## src/rtl/lpps_pkg.sv

```systemverilog
// package for the lcd panel power sequencer: register map, fields, states
// assumes a 32-bit apb slave with word-aligned registers
package lpps_pkg;
   // register byte addresses
   localparam logic [7:0] ADDR_PMODE  = 8'h00;
   localparam logic [7:0] ADDR_PSTEP  = 8'h04;
   localparam logic [7:0] ADDR_DCTRL  = 8'h08;
   localparam logic [7:0] ADDR_IRQCTL = 8'h0c;
   // panel_power_mode fields
   localparam int BIAS_EN_STEP_LSB  = 12;
   localparam int EN_BIAS_STEP_LSB  = 8;
   localparam int LOGIC_PIN_EN_BIT  = 6;
   localparam int BIAS_PIN_EN_BIT   = 5;
   localparam int DISP_PIN_EN_BIT   = 4;
   // panel_power_step_periods fields
   localparam int SUP_OUT_STEP_LSB  = 12;
   localparam int OUT_BIAS_STEP_LSB = 8;
   localparam int BIAS_OUT_STEP_LSB = 4;
   localparam int OUT_SUP_STEP_LSB  = 0;
   // display_control fields
   localparam int START_AUX_BIT     = 4;
   localparam int DISP_ON_BIT       = 0;
   // interrupt control fields
   localparam int IRQ_POINT_BIT     = 12;
   localparam int IRQ_EN_BIT        = 8;
   localparam int IRQ_FLAG_BIT      = 0;
   localparam logic [15:0] PMODE_RST     = 16'h0010;
   localparam logic [15:0] PMODE_WMASK   = 16'hff70; // bits 7, 3..0 are not writable
   localparam logic [15:0] PSTEP_RST     = 16'h0000;
   localparam logic [1:0]  PWR_STATE_OFF = 2'b00;
   localparam logic [1:0]  PWR_STATE_ON  = 2'b11;
   localparam int STEP_W = 4;
   // sequencer states, gray along on-path then off-path
   typedef enum logic [2:0] {
      SQ_OFF      = 3'b000,
      SQ_SUP_OUT  = 3'b001,
      SQ_OUT_BIAS = 3'b011,
      SQ_BIAS_EN  = 3'b010,
      SQ_ON       = 3'b110,
      SQ_EN_BIAS  = 3'b111,
      SQ_BIAS_OUT = 3'b101,
      SQ_OUT_SUP  = 3'b100
   } lpps_state_e;
   // pin group towards the panel
   typedef struct packed {
      logic logicSupply;
      logic biasSupply;
      logic dispEnable;
      logic outputsOn;
   } lpps_pins_s;
endpackage

```

## src/rtl/lpps_top.sv

```systemverilog
// lcd panel power sequencer: supply pins, display enable, output gating,
// power state and vsync interrupt flag, apb register slave.
// assumes frameTick and retrace pulses come from the timing generator on ref_clk.
`timescale 1ns/100ps
module lpps_top
   import lpps_pkg::*;
(
   // clock and reset
   input  wire logic        ref_clk,
   input  wire logic        resetn,
   // apb slave
   input  wire logic        psel,
   input  wire logic        penable,
   input  wire logic        pwrite,
   input  wire logic [7:0]  paddr,
   input  wire logic [31:0] pwdata,
   output logic      [31:0] prdata,
   output logic             pready,
   output logic             pslverr,
   // timing generator events, same clock
   input  wire logic        frameTick,
   input  wire logic        memRetraceStart,
   input  wire logic        dispRetraceStart,
   // panel side
   output lpps_pins_s       panelPins,
   output logic             controllerRun,
   output logic             panelCtrlIrq
);
   logic [15:0]  pmode_r;
   logic [15:0]  pstep_r;
   logic         don_r;
   logic         startAux_r;
   logic         vsel_r;
   logic         ven_r;
   logic         vflag_r;
   lpps_state_e  state_r;
   lpps_state_e  state_nxt;
   logic [3:0]   cnt_r;
   lpps_pins_s   pins_r;
   logic         run_r;

   // state groups, shared by the pin decode, the power state and the checks
   function automatic logic isLive(input lpps_state_e s);
      return s != SQ_OFF;
   endfunction

   // display data and timing run from the end of the first on-step
   // to the end of the second off-step
   function automatic logic isOutputting(input lpps_state_e s);
      return (s != SQ_OFF) && (s != SQ_SUP_OUT) && (s != SQ_OUT_SUP);
   endfunction

   // bias supply stands from the third on-step to the end of the first off-step
   function automatic logic isBiased(input lpps_state_e s);
      return (s == SQ_BIAS_EN) || (s == SQ_ON) || (s == SQ_EN_BIAS);
   endfunction

   // power state stays on through the off-sequence, so software that polls
   // for off waits until the last supply has dropped
   function automatic logic isReportedOn(input lpps_state_e s);
      return (s == SQ_ON) || (s == SQ_EN_BIAS) || (s == SQ_BIAS_OUT) || (s == SQ_OUT_SUP);
   endfunction

   // timed steps are every state but the two resting ones
   function automatic logic isStep(input lpps_state_e s);
      return (s != SQ_OFF) && (s != SQ_ON);
   endfunction

   // bus decode; zero-wait-state slave, so pready never stalls the master
   wire wrEn   = psel & penable & pwrite;
   wire hitMd  = paddr == ADDR_PMODE;
   wire hitSt  = paddr == ADDR_PSTEP;
   wire hitDc  = paddr == ADDR_DCTRL;
   wire hitIq  = paddr == ADDR_IRQCTL;
   wire mapped = hitMd | hitSt | hitDc | hitIq;
   assign pready  = 1'b1;
   assign pslverr = psel & penable & ~mapped;

   // reserved and read-only bits of the mode word are never stored
   wire [15:0] pmodeWr = pwdata[15:0] & PMODE_WMASK;

   // step fields
   wire [3:0] supOutLen  = pstep_r[SUP_OUT_STEP_LSB +: STEP_W];
   wire [3:0] outBiasLen = pstep_r[OUT_BIAS_STEP_LSB +: STEP_W];
   wire [3:0] biasEnLen  = pmode_r[BIAS_EN_STEP_LSB +: STEP_W];
   wire [3:0] enBiasLen  = pmode_r[EN_BIAS_STEP_LSB +: STEP_W];
   wire [3:0] biasOutLen = pstep_r[BIAS_OUT_STEP_LSB +: STEP_W];
   wire [3:0] outSupLen  = pstep_r[OUT_SUP_STEP_LSB +: STEP_W];
   wire [1:0] pwrState   = isReportedOn(state_r) ? PWR_STATE_ON : PWR_STATE_OFF;

   // step ends after the programmed count plus one frames
   wire [3:0] stepLen = (state_r == SQ_SUP_OUT)  ? supOutLen  :
                        (state_r == SQ_OUT_BIAS) ? outBiasLen :
                        (state_r == SQ_BIAS_EN)  ? biasEnLen  :
                        (state_r == SQ_EN_BIAS)  ? enBiasLen  :
                        (state_r == SQ_BIAS_OUT) ? biasOutLen : outSupLen;
   wire stepDone = frameTick & (cnt_r == stepLen);

   // vsync event at the selected retrace start
   wire vsEvent = ven_r & (vsel_r ? dispRetraceStart : memRetraceStart);
   wire vClear  = wrEn & hitIq & ~pwdata[IRQ_FLAG_BIT];

   // next state of the power sequence
   always_comb begin
      state_nxt = state_r;
      unique case (state_r)
         SQ_OFF:      if (don_r) state_nxt = SQ_SUP_OUT;
         SQ_SUP_OUT:  if (stepDone) state_nxt = SQ_OUT_BIAS;
         SQ_OUT_BIAS: if (stepDone) state_nxt = SQ_BIAS_EN;
         SQ_BIAS_EN:  if (stepDone) state_nxt = SQ_ON;
         SQ_ON:       if (!don_r) state_nxt = SQ_EN_BIAS;
         SQ_EN_BIAS:  if (stepDone) state_nxt = SQ_BIAS_OUT;
         SQ_BIAS_OUT: if (stepDone) state_nxt = SQ_OUT_SUP;
         SQ_OUT_SUP:  if (stepDone) state_nxt = SQ_OFF;
      endcase
   end

   // pin levels per state, supplies and display enable masked by the per-pin enables; resolution, depth
   // and rotation belong to the fetch engine, this block only gates its outputs
   lpps_pins_s pinsNxt;
   always_comb begin
      pinsNxt.logicSupply = pmode_r[LOGIC_PIN_EN_BIT] & isLive(state_nxt);
      pinsNxt.outputsOn   = isOutputting(state_nxt);
      pinsNxt.biasSupply  = pmode_r[BIAS_PIN_EN_BIT] & isBiased(state_nxt);
      pinsNxt.dispEnable  = pmode_r[DISP_PIN_EN_BIT] & (state_nxt == SQ_ON);
   end

   // sequencer registers; pins follow the next state so they move with it
   always_ff @(posedge ref_clk or negedge resetn) begin
      if (!resetn) begin
         state_r <= SQ_OFF;
         cnt_r   <= 4'h0;
         pins_r  <= '0;
         run_r   <= 1'b0;
      end else begin
         state_r <= state_nxt;
         if (state_nxt != state_r) cnt_r <= 4'h0;
         else if (frameTick) cnt_r <= cnt_r + 4'h1;
         pins_r  <= pinsNxt;
         run_r   <= isLive(state_nxt);
      end
   end

   // software registers
   always_ff @(posedge ref_clk or negedge resetn) begin
      if (!resetn) begin
         pmode_r    <= PMODE_RST;
         pstep_r    <= PSTEP_RST;
         don_r      <= 1'b0;
         startAux_r <= 1'b0;
         vsel_r     <= 1'b0;
         ven_r      <= 1'b0;
      end else begin
         if (wrEn && hitMd) pmode_r <= pmodeWr;
         if (wrEn && hitSt) pstep_r <= pwdata[15:0];
         if (wrEn && hitDc) begin
            don_r      <= pwdata[DISP_ON_BIT];
            startAux_r <= pwdata[START_AUX_BIT];
         end else begin
            startAux_r <= 1'b0;
         end
         if (wrEn && hitIq) begin
            vsel_r <= pwdata[IRQ_POINT_BIT];
            ven_r  <= pwdata[IRQ_EN_BIT];
         end
      end
   end

   // vsync flag: event wins over a clearing write, so no retrace is ever lost
   always_ff @(posedge ref_clk or negedge resetn) begin
      if (!resetn) vflag_r <= 1'b0;
      else if (vsEvent) vflag_r <= 1'b1;
      else if (vClear) vflag_r <= 1'b0;
   end

   // read mux; reserved bits read zero
   logic [15:0] rdWord;
   always_comb begin
      rdWord = 16'h0000;
      if (hitMd) rdWord = {pmode_r[15:2], pwrState};
      if (hitSt) rdWord = pstep_r;
      if (hitDc) begin
         rdWord[START_AUX_BIT] = startAux_r;
         rdWord[DISP_ON_BIT]   = don_r;
      end
      if (hitIq) begin
         rdWord[IRQ_POINT_BIT] = vsel_r;
         rdWord[IRQ_EN_BIT]    = ven_r;
         rdWord[IRQ_FLAG_BIT]  = vflag_r;
      end
   end
   assign prdata        = {16'h0000, rdWord & {16{psel}}};
   assign panelPins     = pins_r;
   assign controllerRun = run_r;
   assign panelCtrlIrq  = vflag_r;
endmodule

```

## config.mk

```make
export PLATFORM = sky130hd
export DESIGN_NAME = lpps_top
export DESIGN_NICKNAME = d
export VERILOG_FILES = /design/src/rtl/lpps_pkg.sv /design/src/rtl/lpps_top.sv
export SDC_FILE = /design/constraint.sdc
export NUM_CORES = 1
export LEC_CHECK = 0
export BUFFER_PORTS_ARGS = -buffer_cell sky130_fd_sc_hd__buf_4
export CORE_MARGIN = 1
export CORE_UTILIZATION = 55
export DETAILED_ROUTE_END_ITERATION = 6
export GPL_TIMING_DRIVEN = 0
export PLACE_DENSITY = 0.86
export SLEW_MARGIN = 40
export SYNTH_ARGS = -nofsm -noshare
export SYNTH_HDL_FRONTEND = slang
export SYNTH_SLANG_ARGS = --single-unit
```

## constraint.sdc

```tcl
create_clock -name ref_clk -period 5.2 [get_ports ref_clk]
set_clock_uncertainty 0.05 [all_clocks]
set_input_delay 0.52 -clock ref_clk [delete_from_list [all_inputs] [get_ports ref_clk]]
set_output_delay 0.52 -clock ref_clk [all_outputs]
set_load 0.05 [all_outputs]
```

==> results of run 1 <==
[cell type report]
type / instances / area share (%)
plain buffers: 31 / 5.85
multi-input cells: 194 / 43.0
clock inverters: 2 / 0.304
well taps: 54 / 2.05
repair buffers: 53 / 12.1
inverters: 6 / 0.684
clock buffers: 6 / 2.51
flip-flops and latches: 44 / 33.5
[cell usage after synthesis (2+ instances only)]
cell	count	area [µm²]
nand3_1	3	15.0
o22ai_1	2	12.5
mux2_2	33	372
and3_1	4	25.0
o31ai_1	2	15.0
a31oi_1	10	62.6
nor2_1	26	97.6
nor4_1	2	12.5
a21oi_1	3	15.0
nor3_1	4	20.0
a2bb2oi_1	2	17.5
dfrtp_1	43	1080
nand2_1	14	52.6
nor3b_1	2	15.0
conb_1	2	7.51
a211oi_1	2	15.0
buf_2	4	20.0
buf_4	17	128
a21boi_0	4	30.0
nor2b_1	6	37.5
nand4_1	2	12.5
a211o_1	5	43.8
inv_1	6	22.5
mux2i_1	17	170
xor2_1	2	17.5
nand2b_1	6	37.5
clkbuf_1	8	30.0
[worst max-delay path: stages]
cell and delay [ps]:
buf_4 90, buf_1 540, clkbuf_1 580, mux2i_1 280, nor2_1 70, buf_4 210
[cell families (layout without fill, tap and decap cells)]
family / count (synthesis) / in the layout / share of synthesized area (%)
AND/OR/NAND/NOR: 78 / 78 / 14.9
multiplexers: 53 / 53 / 22.0
flip-flops: 44 / 44 / 41.1
AO/OA/AOI/OAI: 42 / 42 / 12.1
buffers and inverters: 37 / 98 / 8.03
XOR/XNOR: 3 / 3 / 0.981
other: 2 / 17 / 0.280
adder cells (fa/ha/maj): 1 / 1 / 0.467
[registers in the layout (all words and copies together), names as in the netlist]
| signal | cells |
|---|---|
| panelPins | 4 |
| ven_r | 1 |
| pmode_r | 11 |
| pstep_r | 16 |
| don_r | 1 |
| state_r | 3 |
| cnt_r | 4 |
| startAux_r | 1 |
| controllerRun | 1 |
| vsel_r | 1 |
| panelCtrlIrq | 1 |
[through the flow]
| stage | instances | total power, µW | instance area (µm²) |
|---|---|---|---|
| 4_1_cts | 390 | 1140 | 3290 |
| 6_report | 390 | 1150 | 3290 |
| 5_1_grt | 390 | 1210 | 3290 |
| 3_5_place_dp | 382 | 921 | 3200 |
| 2_1_floorplan | 275 | 790 | 2740 |
| 3_3_place_gp | 382 | 901 | 3200 |
[worst min-delay path by stage]
stage                                to
2_1_floorplan      cnt_r[0]$_DFFE_PN0P_
3_3_place_gp   panelCtrlIrq$_DFFE_PN0P_
3_5_place_dp   panelCtrlIrq$_DFFE_PN0P_
4_1_cts         pmode_r[14]$_DFFE_PN0P_
5_1_grt         pstep_r[14]$_DFFE_PN0P_
6_report           cnt_r[2]$_DFFE_PN0P_
[power breakdown]
group	total [µW]	leakage (µW)	internal (µW)	switching [µW]
Clock	222	0.0000510	106	116
Sequential	401	0.000592	375	26.0
Combinational	525	0.00101	196	329
Total	1150	0.00166	677	470
[layer usage]
| metal | share of wire [%] | vias up |
|---|---|---|
| li1 | - | 1052 |
| met1 | 41 | 1103 |
| met2 | 52 | 78 |
| met3 | 5.3 | 9 |
| met4 | 1.5 | 0 |
| met5 | 0 | - |
==> summary.txt, run 1 <==
Run status
  – Status: finished, final reports clean

Clock tree
  – CTS buffer count: 5
  – # hold bufs at CTS: 0
  – Clock buffer depth: 2
  – CTS Root Cell: clkbuf_8
  – H-tree levels: 2
  – Setup bufs post-CTS: 0
  – Clk_lat worst skew: 300 ps
  – Sink Count: 44
  – CTS tree: yes
  – Resize count post-CTS: 0
  – Clock-pin slew on the worst setup and hold paths: 90 ps

Global routing
  – GRT Overall Usage: 26.0%
  – Grt peak-use layer: met2
  – First-pass GRT wire length: 10,300 µm
  – GRT Residual Overflow: 0
  – Largest net degree at the start of global routing: 45
  – Met1 usage: 32.1%
  – Vias in the first global route: 2,102
  – GRT met3 Usage: 5.49%
  – Met2 Use GR: 45.2%
  – Initial antenna violation count: 0

STA
  – Slew Limit Fails: 0
  – Final worst slack: 2340 ps
  – F_max: 0.349 GHz
  – Worst Max-Slew Pin Slew: 712 ps
  – Worst hold margin: 150 ps
  – RSZ-0062 raised after global routing: no
  – Tcrit/Tclk final: 55.1%
  – Setup_tns: 0 ps
  – Fin crit period: 2860 ps
  – Max_slew headroom: 52.6%
  – Final setup fails: 0
  – Final hold viol count: 0

Place
  – Post-DP HPWL: 4720 µm
  – Gpl congestion: 0.898
  – PortBufs: 53
  – Pre-CTS setup slack: 2120 ps

Synthesis
  – Post-synth ARST share: 100%
  – Post-synthesis sequential area ratio: 41.1%
  – Synth cell types: 56
  – Number of synthesized flops with an enable pin: 0
  – Syn Inst Count: 260
  – Synth warn: 0
  – Main synth FF type: dfrtp_1
  – Yosys reg bits: 44
  – Post-synthesis average cell area: 10.3 µm²
  – Synthesized cell area: 2680 µm²

Detailed routing
  – Via count: 2,242
  – Wirelength, routed: 6290 µm
  – Avg Vias per Cell: 5.75
  – DRC: 0
  – Post-route antenna net violation count: 0
  – Average wire per standard cell: 16.1 µm
  – Total iterations of the first detailed-routing run: 5
  – DR iter-0 viols: 275

Critical path
  – Critical Path Fanout Max: 10
  – Worst Path Required: 4630 ps
  – Worst-case reg-to-reg path depth: 8
  – Origin of the critical flop-to-flop path: state_r[1]$_DFF_PN0_
  – Crit path DAT: 2290 ps
  – Register-to-register setup slack: 2470 ps
  – Worst Setup End Kind: output pin
  – Worst Setup Path Type: in2out
  – Reg-to-Reg End: panelPins[0]$_DFF_PN0_
  – Setup crit start: paddr[2]
  – Startpoint Class: input port
  – Setup crit end: prdata[11]

Final layout
  – Final nets: 384
  – Fill count: 374
  – ANT cells: 0
  – Reg area: 1100 µm²
  – Commonest cells after routing, fill and taps aside: 70 x buf_4, 43 x dfrtp_1, 33 x mux2_2
  – Final core utilization: 70.2%
  – Multi-input gate area in the final layout: 1420 µm²
  – Area Overhead vs Synth: 22.9%
  – Commonest non-fill, non-tap cell in the layout: buf_4
  – Layout cell share with drive strength beyond 1: 37.2%

Die
  – Core area: 4690 µm²
  – Die area: 5150 µm²
  – Initial Utilization: 57.1%
  – I/O Pins: 88
  – Die Y: 71.8 µm
  – FP Rows: 25
  – Chip Width: 71.8 µm

Worst hold path
  – Hold Path Class: in2async

Job
  – Maximum Capacitance Violations: 0

Power and ir drop
  – Max rail drop VDD: 167 µV
  – Pwr dens: 348 nW/µm²
  – Leakage Power: 0.00166 µW
(Power assumes the default switching activity.)
==> run 2: changes to the inputs <==
- ABC_AREA: not set -> 1
- CORE_UTILIZATION: 55 -> 50
- PLACE_DENSITY: 0.86 -> 0.8
- clock period: 5.2 -> 2.8 ns (I/O delays scaled with it)
==> run 2 against run 1 <==
  * Global-route usage is 0.13 points lower
  * Utilization is 3.5 points lower
  * First-iteration DRC count is 45% lower
  * Flip-flop and latch count stayed put
  * Worst setup slack worse by 1900 ps
  * Via count is 9.2% higher
  * Die area is 5.3% higher
  * Clock power is 82% higher
  * Cell count is 30% higher
  * Hold slack better by 16 ps
  * Highest routed layer unchanged
  * Synthesized cell count is 39% higher
==> summary.txt, run 2 <==
Synthesis
  – Synth cell types: 32 (-43%)
  – Post-synth ARST share: 100% (unchanged)
  – Main synth FF type: dfrtp_1
  – Top-area cell type share of the netlist area: 41.9% (+1.7 points)
  – Syn Inst Count: 361 (+39%)
  – Number of synthesized flops with an enable pin: 0 (unchanged)
  – Synth warn: 0 (unchanged)
  – Synthesized cell area: 2570 µm² (-4.2%)
  – Leading area contributor after synthesis: dfrtp_1
  – Most frequent cell after synthesis: nand2_1
  – Post-synthesis average cell area: 7.11 µm² (-31%)
  – Yosys reg bits: 44 (unchanged)
  – Synth area leaders: dfrtp_1 42%, nand2_1 15%, inv_1 6.3%, buf_4 5.3%, o21ai_0 5.3%
  – Commonest cells post-synth: 102 x nand2_1, 43 x dfrtp_1, 43 x inv_1, 35 x nor2_1, 27 x o21ai_0
  – Post-synthesis sequential area ratio: 42.9% (+1.8 points)

Place
  – Pre-CTS setup slack: 465 ps (-1660 ps)
  – Post-DP HPWL: 4720 µm (+0.19%)
  – PortBufs: 54 (+1.9%)
  – Placed cell count: 497 (+30%)
  – Placed cell area: 3110 µm² (-2.7%)
  – Gpl congestion: 0.925 (+3.0%)

Critical path
  – Crit-path leading delay family: buffers and inverters
  – Crit-path cells: buf_4 -> nor2_1 -> inv_1 -> nor4_1 -> clkbuf_1 -> a21oi_1 -> nor3_1 -> buf_4
  – Reg-to-Reg End: panelPins[3]$_DFF_PN0_
  – Slowest stage delay, CP: 480 ps (-100 ps)
  – Critical Path Fanout Max: 10 (unchanged)
  – Worst Path Required: 2470 ps (-2160 ps)
  – Worst Setup Path Type: in2out
  – Crit path DAT: 2000 ps (-290 ps)
  – Worst-case reg-to-reg path depth: 18 (+10)
  – Worst Setup End Kind: output pin
  – Startpoint Class: input port
  – Origin of the critical flop-to-flop path: state_r[1]$_DFF_PN0_
  – Crit-path most repeated cell: buf_4
  – Register-to-register setup slack: 630 ps (-1840 ps)
  – Slowest stage cell, crit path: nor4_1
  – WP buf/inv: 4 (unchanged)

Global routing
  – Largest net degree at the start of global routing: 45 (unchanged)
  – GRT Residual Overflow: 0 (unchanged)
  – GRT Overall Usage: 25.8% (-0.13 points)
  – Vias in the first global route: 2,293 (+9.1%)
  – First-pass GRT wire length: 10,500 µm (+2.0%)
  – Initial antenna violation count: 0 (unchanged)

Die
  – Die area: 5430 µm² (+5.3%)
  – Core area: 4820 µm² (+2.7%)
  – FP Rows: 25 (unchanged)
  – I/O Pins: 88 (unchanged)
  – Die Y: 73.7 µm (+2.6%)
  – Chip Width: 73.7 µm (+2.6%)
  – Initial Utilization: 53.3% (-3.8 points)

Final layout
  – Commonest cells after routing, fill and taps aside: 102 x nand2_1, 72 x buf_4, 43 x inv_1, 43 x dfrtp_1, 35 x nor2_1
  – Fill count: 454 (+21%)
  – ANT cells: 0 (unchanged)
  – Commonest non-fill, non-tap cell in the layout: nand2_1
  – Largest regs: pstep_r (16), pmode_r (11)
  – Max FFs per register: 16 (unchanged)
  – Final core utilization: 66.7% (-3.5 points)
  – Area Overhead vs Synth: 25.1%
  – Final nets: 487 (+27%)
  – Post-route insts no fill: 506 (+30%)
  – Top reg by flops: pstep_r
  – Multi-input gate area in the final layout: 1170 µm² (-18%)
  – Reg area: 1100 µm² (unchanged)
  – Final instance area: 3210 µm² (-2.4%)
  – Layout cell share with drive strength beyond 1: 21.9% (-15 points)

Detailed routing
  – DR iter-0 viols: 152 (-45%)
  – Post-route antenna net violation count: 0 (unchanged)
  – Wirelength, routed: 6240 µm (-0.87%)
  – Via count: 2,449 (+9.2%)
  – DRC: 0 (unchanged)
  – Avg Vias per Cell: 4.84 (-16%)
  – Average wire per standard cell: 12.3 µm (-24%)
  – Total iterations of the first detailed-routing run: 4 (-1)

Power and ir drop
  – Switching Power: 834 µW (+77%)
  – Combinational Power Share: 41.8% (-3.9 points)
  – Reg power frac: 38.2% (+3.3 points)
  – Switching share of total power: 41.3% (+0.33 points)
  – Max rail drop VDD: 321 µV (+92%)
  – Leakage Power: 0.00165 µW (-0.20%)
  – Clock power share: 20.0% (+0.7 points)
  – Pwr dens: 629 nW/µm² (+80%)
  – Pint: 1190 µW (+75%)

STA
  – Fin crit period: 2330 ps
  – Setup_tns: 0 ps (unchanged)
  – Tcrit/Tclk final: 83.2%
  – Final setup fails: 0 (unchanged)
  – Max_slew headroom: 60.8% (+8.2 points)
  – F_max: 0.429 GHz
  – RSZ-0062 raised after global routing: no
  – Final hold viol count: 0 (unchanged)
  – Worst Max-Slew Pin Slew: 588 ps (-123 ps)
  – Slew Limit Fails: 0 (unchanged)
  – Final worst slack: 470 ps (-1870 ps)

Worst hold path
  – HP Start: pwdata[2]
  – Hold Path Sink: pstep_r[2]$_DFFE_PN0P_
  – Hold Path Stages: 2
  – Hold Path Class: in2reg

Clock tree
  – CTS Root Cell: clkbuf_8
  – CTS buffer count: 5 (unchanged)
  – Clock buffer depth: 2 (unchanged)
  – H-tree levels: 2 (unchanged)
  – Sink Count: 44 (unchanged)
  – Clk_lat worst skew: 300 ps (about the same)
  – Setup bufs post-CTS: 0 (unchanged)
  – # hold bufs at CTS: 1 (+1)
  – Resize count post-CTS: 0 (unchanged)
  – Clock-pin slew on the worst setup and hold paths: 80 ps (about the same)
  – CTS tree: yes

Job
  – Maximum Capacitance Violations: 0 (unchanged)

Run status
  – Status: finished, final reports clean
==> run 2: cell count changes after synthesis, moves of 9 or more <==
cell     change
a31oi_1     -10
nor2_1       +9
mux2_2      -32
o21ai_0     +26
inv_1       +37
a21oi_1     +14
mux2i_1     -17
nand2_1     +88
==> run 2: area by class of cell <==
type,count,share of cell area (%)
multi-input combinational,256,36.3
sequential,44,34.3
clock buffer,8,2.80
buffer,26,5.18
timing repair buffer,55,12.9
tap,67,2.61
inverter,50,5.84
==> run 2: power groups by stage <==
| stage | clock (µW) | sequential (µW) | combinational [µW] |
|---|---|---|---|
| floorplan | 0 | 797 | 623 |
| global placement | 0 | 780 | 810 |
| detailed placement | 0 | 783 | 835 |
| CTS | 413 | 770 | 841 |
| global route | 438 | 779 | 960 |
| finish | 403 | 772 | 844 |
==> run 2: through the flow <==
stage                     hold slack [ps]  total power, µW
after floorplan                     -65.6             1420
after global placement                254             1590
after detailed placement              261             1620
after CTS                             164             2020
after global routing                  155             2180
final                                 166             2020
==> run 2: kinds of logic (layout without fill, tap and decap cells) <==
family	Yosys count	count (layout)	share of synthesized area, %
compound gates	58	58	12.0
xor+xnor	2	2	0.682
fa+ha+maj	1	1	0.487
buf+inv	76	139	13.8
flops	44	44	42.9
mux	1	1	0.439
other cells	2	17	0.293
simple gates	177	177	29.4
==> run 2: routing by layer <==
metal / GRT usage, % / share of wire, % / vias up / wire length (µm)
li1: - / - / 1252 / -
met1: 32.9 / 46 / 1123 / 2850
met2: 42.6 / 48 / 66 / 3010
met3: 6.17 / 4.8 / 8 / 302
met4: 9.62 / 1.3 / 0 / 81
met5: 0 / 0 / - / 0
==> run 2: worst max-delay path by stage <==
stage	start	to	slack (ps)	cells past startpoint
finish	paddr[1]	prdata[8]	470	8
global route	paddr[1]	prdata[5]	190	8
CTS	paddr[1]	prdata[8]	460	8
detailed placement	paddr[1]	prdata[8]	460	8
global placement	paddr[1]	prdata[8]	480	8
floorplan	paddr[1]	prdata[8]	170	6
==> run 3: changes to the inputs <==
- ABC_AREA: 1 -> 0
- CORE_UTILIZATION: 50 -> 46
- PLACE_DENSITY: 0.8 -> 0.77
- clock period: 2.8 -> 1.9 ns (I/O delays scaled with it)
==> run 3 against run 2 <==
  * The flow now finishes with violations (negative setup slack)
  * Power increased by 93%
  * Clock power up 76%
  * Critical path type is now reg2reg
  * First-iteration DRC count stayed put
  * Highest routed layer unchanged
==> summary.txt, run 3 (same netlist as run 1, synthesis figures left out) <==
Detailed routing
  – Total iterations of the first detailed-routing run: 4 (unchanged)
  – Wirelength, routed: 6920 µm (+11%)
  – Via count: 2,348 (-4.1%)
  – DR iter-0 viols: 152 (unchanged)
  – Average wire per standard cell: 16.2 µm (+31%)
  – Avg Vias per Cell: 5.50 (+14%)
  – DRC: 0 (unchanged)
  – Post-route antenna net violation count: 0 (unchanged)

Place
  – Post-DP HPWL: 4690 µm (-0.65%)
  – PortBufs: 53 (-1.9%)
  – Pre-CTS setup slack: -674 ps (-1140 ps)
  – Placed cell area: 3270 µm² (+5.0%)
  – Gpl congestion: 0.875 (-5.4%)

Clock tree
  – Clock-pin slew on the worst setup and hold paths: 90 ps (about the same)
  – Clock buffer depth: 2 (unchanged)
  – Sink Count: 44 (unchanged)
  – CTS Root Cell: clkbuf_8
  – CTS tree: yes
  – Clk_lat worst skew: 300 ps (about the same)
  – CTS buffer count: 5 (unchanged)
  – H-tree levels: 2 (unchanged)

Final layout
  – ANT cells: 0 (unchanged)
  – Top reg by flops: pstep_r
  – Largest regs: pstep_r (16), pmode_r (11)
  – Final core utilization: 66.6% (-0.12 points)
  – Commonest cells after routing, fill and taps aside: 87 x buf_4, 43 x dfrtp_1, 33 x mux2_2
  – Area Overhead vs Synth: 38.5%
  – Max FFs per register: 16 (unchanged)
  – Layout cell share with drive strength beyond 1: 49.3% (+27 points)
  – Final nets: 403 (-17%)
  – Commonest non-fill, non-tap cell in the layout: buf_4
  – Final instance area: 3710 µm² (+15%)

Global routing
  – Largest net degree at the start of global routing: 45 (unchanged)
  – Vias in the first global route: 2,160 (-5.8%)
  – GRT Residual Overflow: 0 (unchanged)
  – First-pass GRT wire length: 10,700 µm (+2.0%)
  – Initial antenna violation count: 0 (unchanged)
  – GRT Overall Usage: 22.6% (-3.2 points)

STA
  – Tcrit/Tclk final: 137%
  – Max_slew headroom: 60.7% (-0.10 points)
  – RSZ-0062 raised after global routing: yes
  – Slew Limit Fails: 0 (unchanged)
  – Final hold viol count: 0 (unchanged)
  – Final setup fails: 13 (+13)
  – Worst Max-Slew Pin Slew: 590 ps (+1.50 ps)
  – Fin crit period: 2590 ps
  – Final worst slack: -695 ps (-1170 ps)
  – Setup_tns: -7520 ps (-7520 ps)
  – F_max: 0.385 GHz

Die
  – Die area: 6130 µm² (+13%)
  – Chip Width: 78.3 µm (+6.3%)
  – FP Rows: 27 (+8.0%)
  – I/O Pins: 88 (unchanged)
  – Die Y: 78.3 µm (+6.3%)
  – Initial Utilization: 48.1% (-5.2 points)
  – Core area: 5570 µm² (+16%)

Run status
  – Status: complete, but fails checks
  – Failing checks: negative setup slack

Critical path
  – Worst-case reg-to-reg path depth: 8 (-10)
  – Crit path DAT: 2740 ps (+740 ps)
  – Worst Path Required: 2040 ps (-430 ps)
  – Register-to-register setup slack: -690 ps (-1320 ps)
  – Origin of the critical flop-to-flop path: state_r[1]$_DFF_PN0_
  – Reg-to-Reg End: panelPins[0]$_DFF_PN0_
  – Critical Path Fanout Max: 10 (unchanged)
  – Startpoint Class: register
  – Worst Setup Path Type: reg2reg
  – Worst Setup End Kind: register

Power and ir drop
  – Combinational Power Share: 53.2% (+11 points)
  – Leakage Power: 0.00183 µW (+10%)
  – Clock power share: 18.2% (-1.8 points)
  – Reg power frac: 28.6% (-9.6 points)
  – Switching share of total power: 39.9% (-1.4 points)
  – Pwr dens: 1050 nW/µm² (+67%)
  – Max rail drop VDD: 635 µV (+98%)
  – Pint: 2340 µW (+97%)
  – Switching Power: 1550 µW (+86%)

Job
  – Maximum Capacitance Violations: 0 (unchanged)

Worst hold path
  – Hold Path Stages: 2 (unchanged)
  – HP Start: pwdata[2]
  – Hold Path Sink: pstep_r[2]$_DFFE_PN0P_
  – Hold Path Class: in2reg
-- run 3: power by group through the flow --
stage	clock network [µW]	logic (µW)	registers, µW
after floorplan	0	993	1180
after global placement	0	1370	1110
after detailed placement	0	1400	1110
after CTS	722	1590	1100
after global routing	763	2210	1120
final	709	2070	1110
-- run 3: worst max-delay path: stages (launching register included) --
cell and delay (ps):
dfrtp_1 360, buf_6 150, buf_6 160, mux2_2 370, a211oi_4 300, nand2_1 120
o211a_4 210, or3_4 410, a221o_1 360
-- run 3: layer usage --
metal	vias to the layer above	part of all wire, %	global-route usage [%]
met2	93	50	36.9
met1	1145	42	30.0
met4	0	2.5	7.41
met5	-	0	0
met3	17	5.2	4.53
li1	1093	-	-
-- run 3: metrics by stage --
stage                     std cells  hold WS (ps)  power (µW)
after floorplan                 275          -156        2170
after global placement          400           166        2480
after detailed placement        400           169        2510
after CTS                       414          66.2        3410
after global routing            427          64.8        4090
final                           427          70.9        3890
-- run 3: area by class of cell --
class	count	area, µm²
clock buffer	5	68.8
tap	72	90.1
sequential	44	1100
timing repair buffer	73	566
fill	438	1860
clock inverter	3	42.5
multi-input combinational	194	1590
inverter	6	22.5
buffer	30	234
-- run 3: how the worst max path moves through the flow --
stage                         startpoint                      to  slack, ps  cells past startpoint
finish              state_r[1]$_DFF_PN0_  panelPins[0]$_DFF_PN0_       -690                      8
global route        state_r[1]$_DFF_PN0_    cnt_r[3]$_DFFE_PN0P_       -780                      8
CTS                 state_r[1]$_DFF_PN0_  panelPins[0]$_DFF_PN0_       -650                      7
detailed placement  state_r[1]$_DFF_PN0_  panelPins[0]$_DFF_PN0_       -670                      8
global placement    state_r[2]$_DFF_PN0_  panelPins[0]$_DFF_PN0_       -630                      8
floorplan           state_r[1]$_DFF_PN0_  panelPins[0]$_DFF_PN0_       -500                      7
-- run 3: what timing repair did --
item,in CTS,in global routing
pin swaps,8,3
gates resized for setup,17,31
cloned,0,1
endpoints found under the setup margin,47,38
hold buffers,1,0
buffers inserted,6,12
endpoints found under the hold margin,43,0
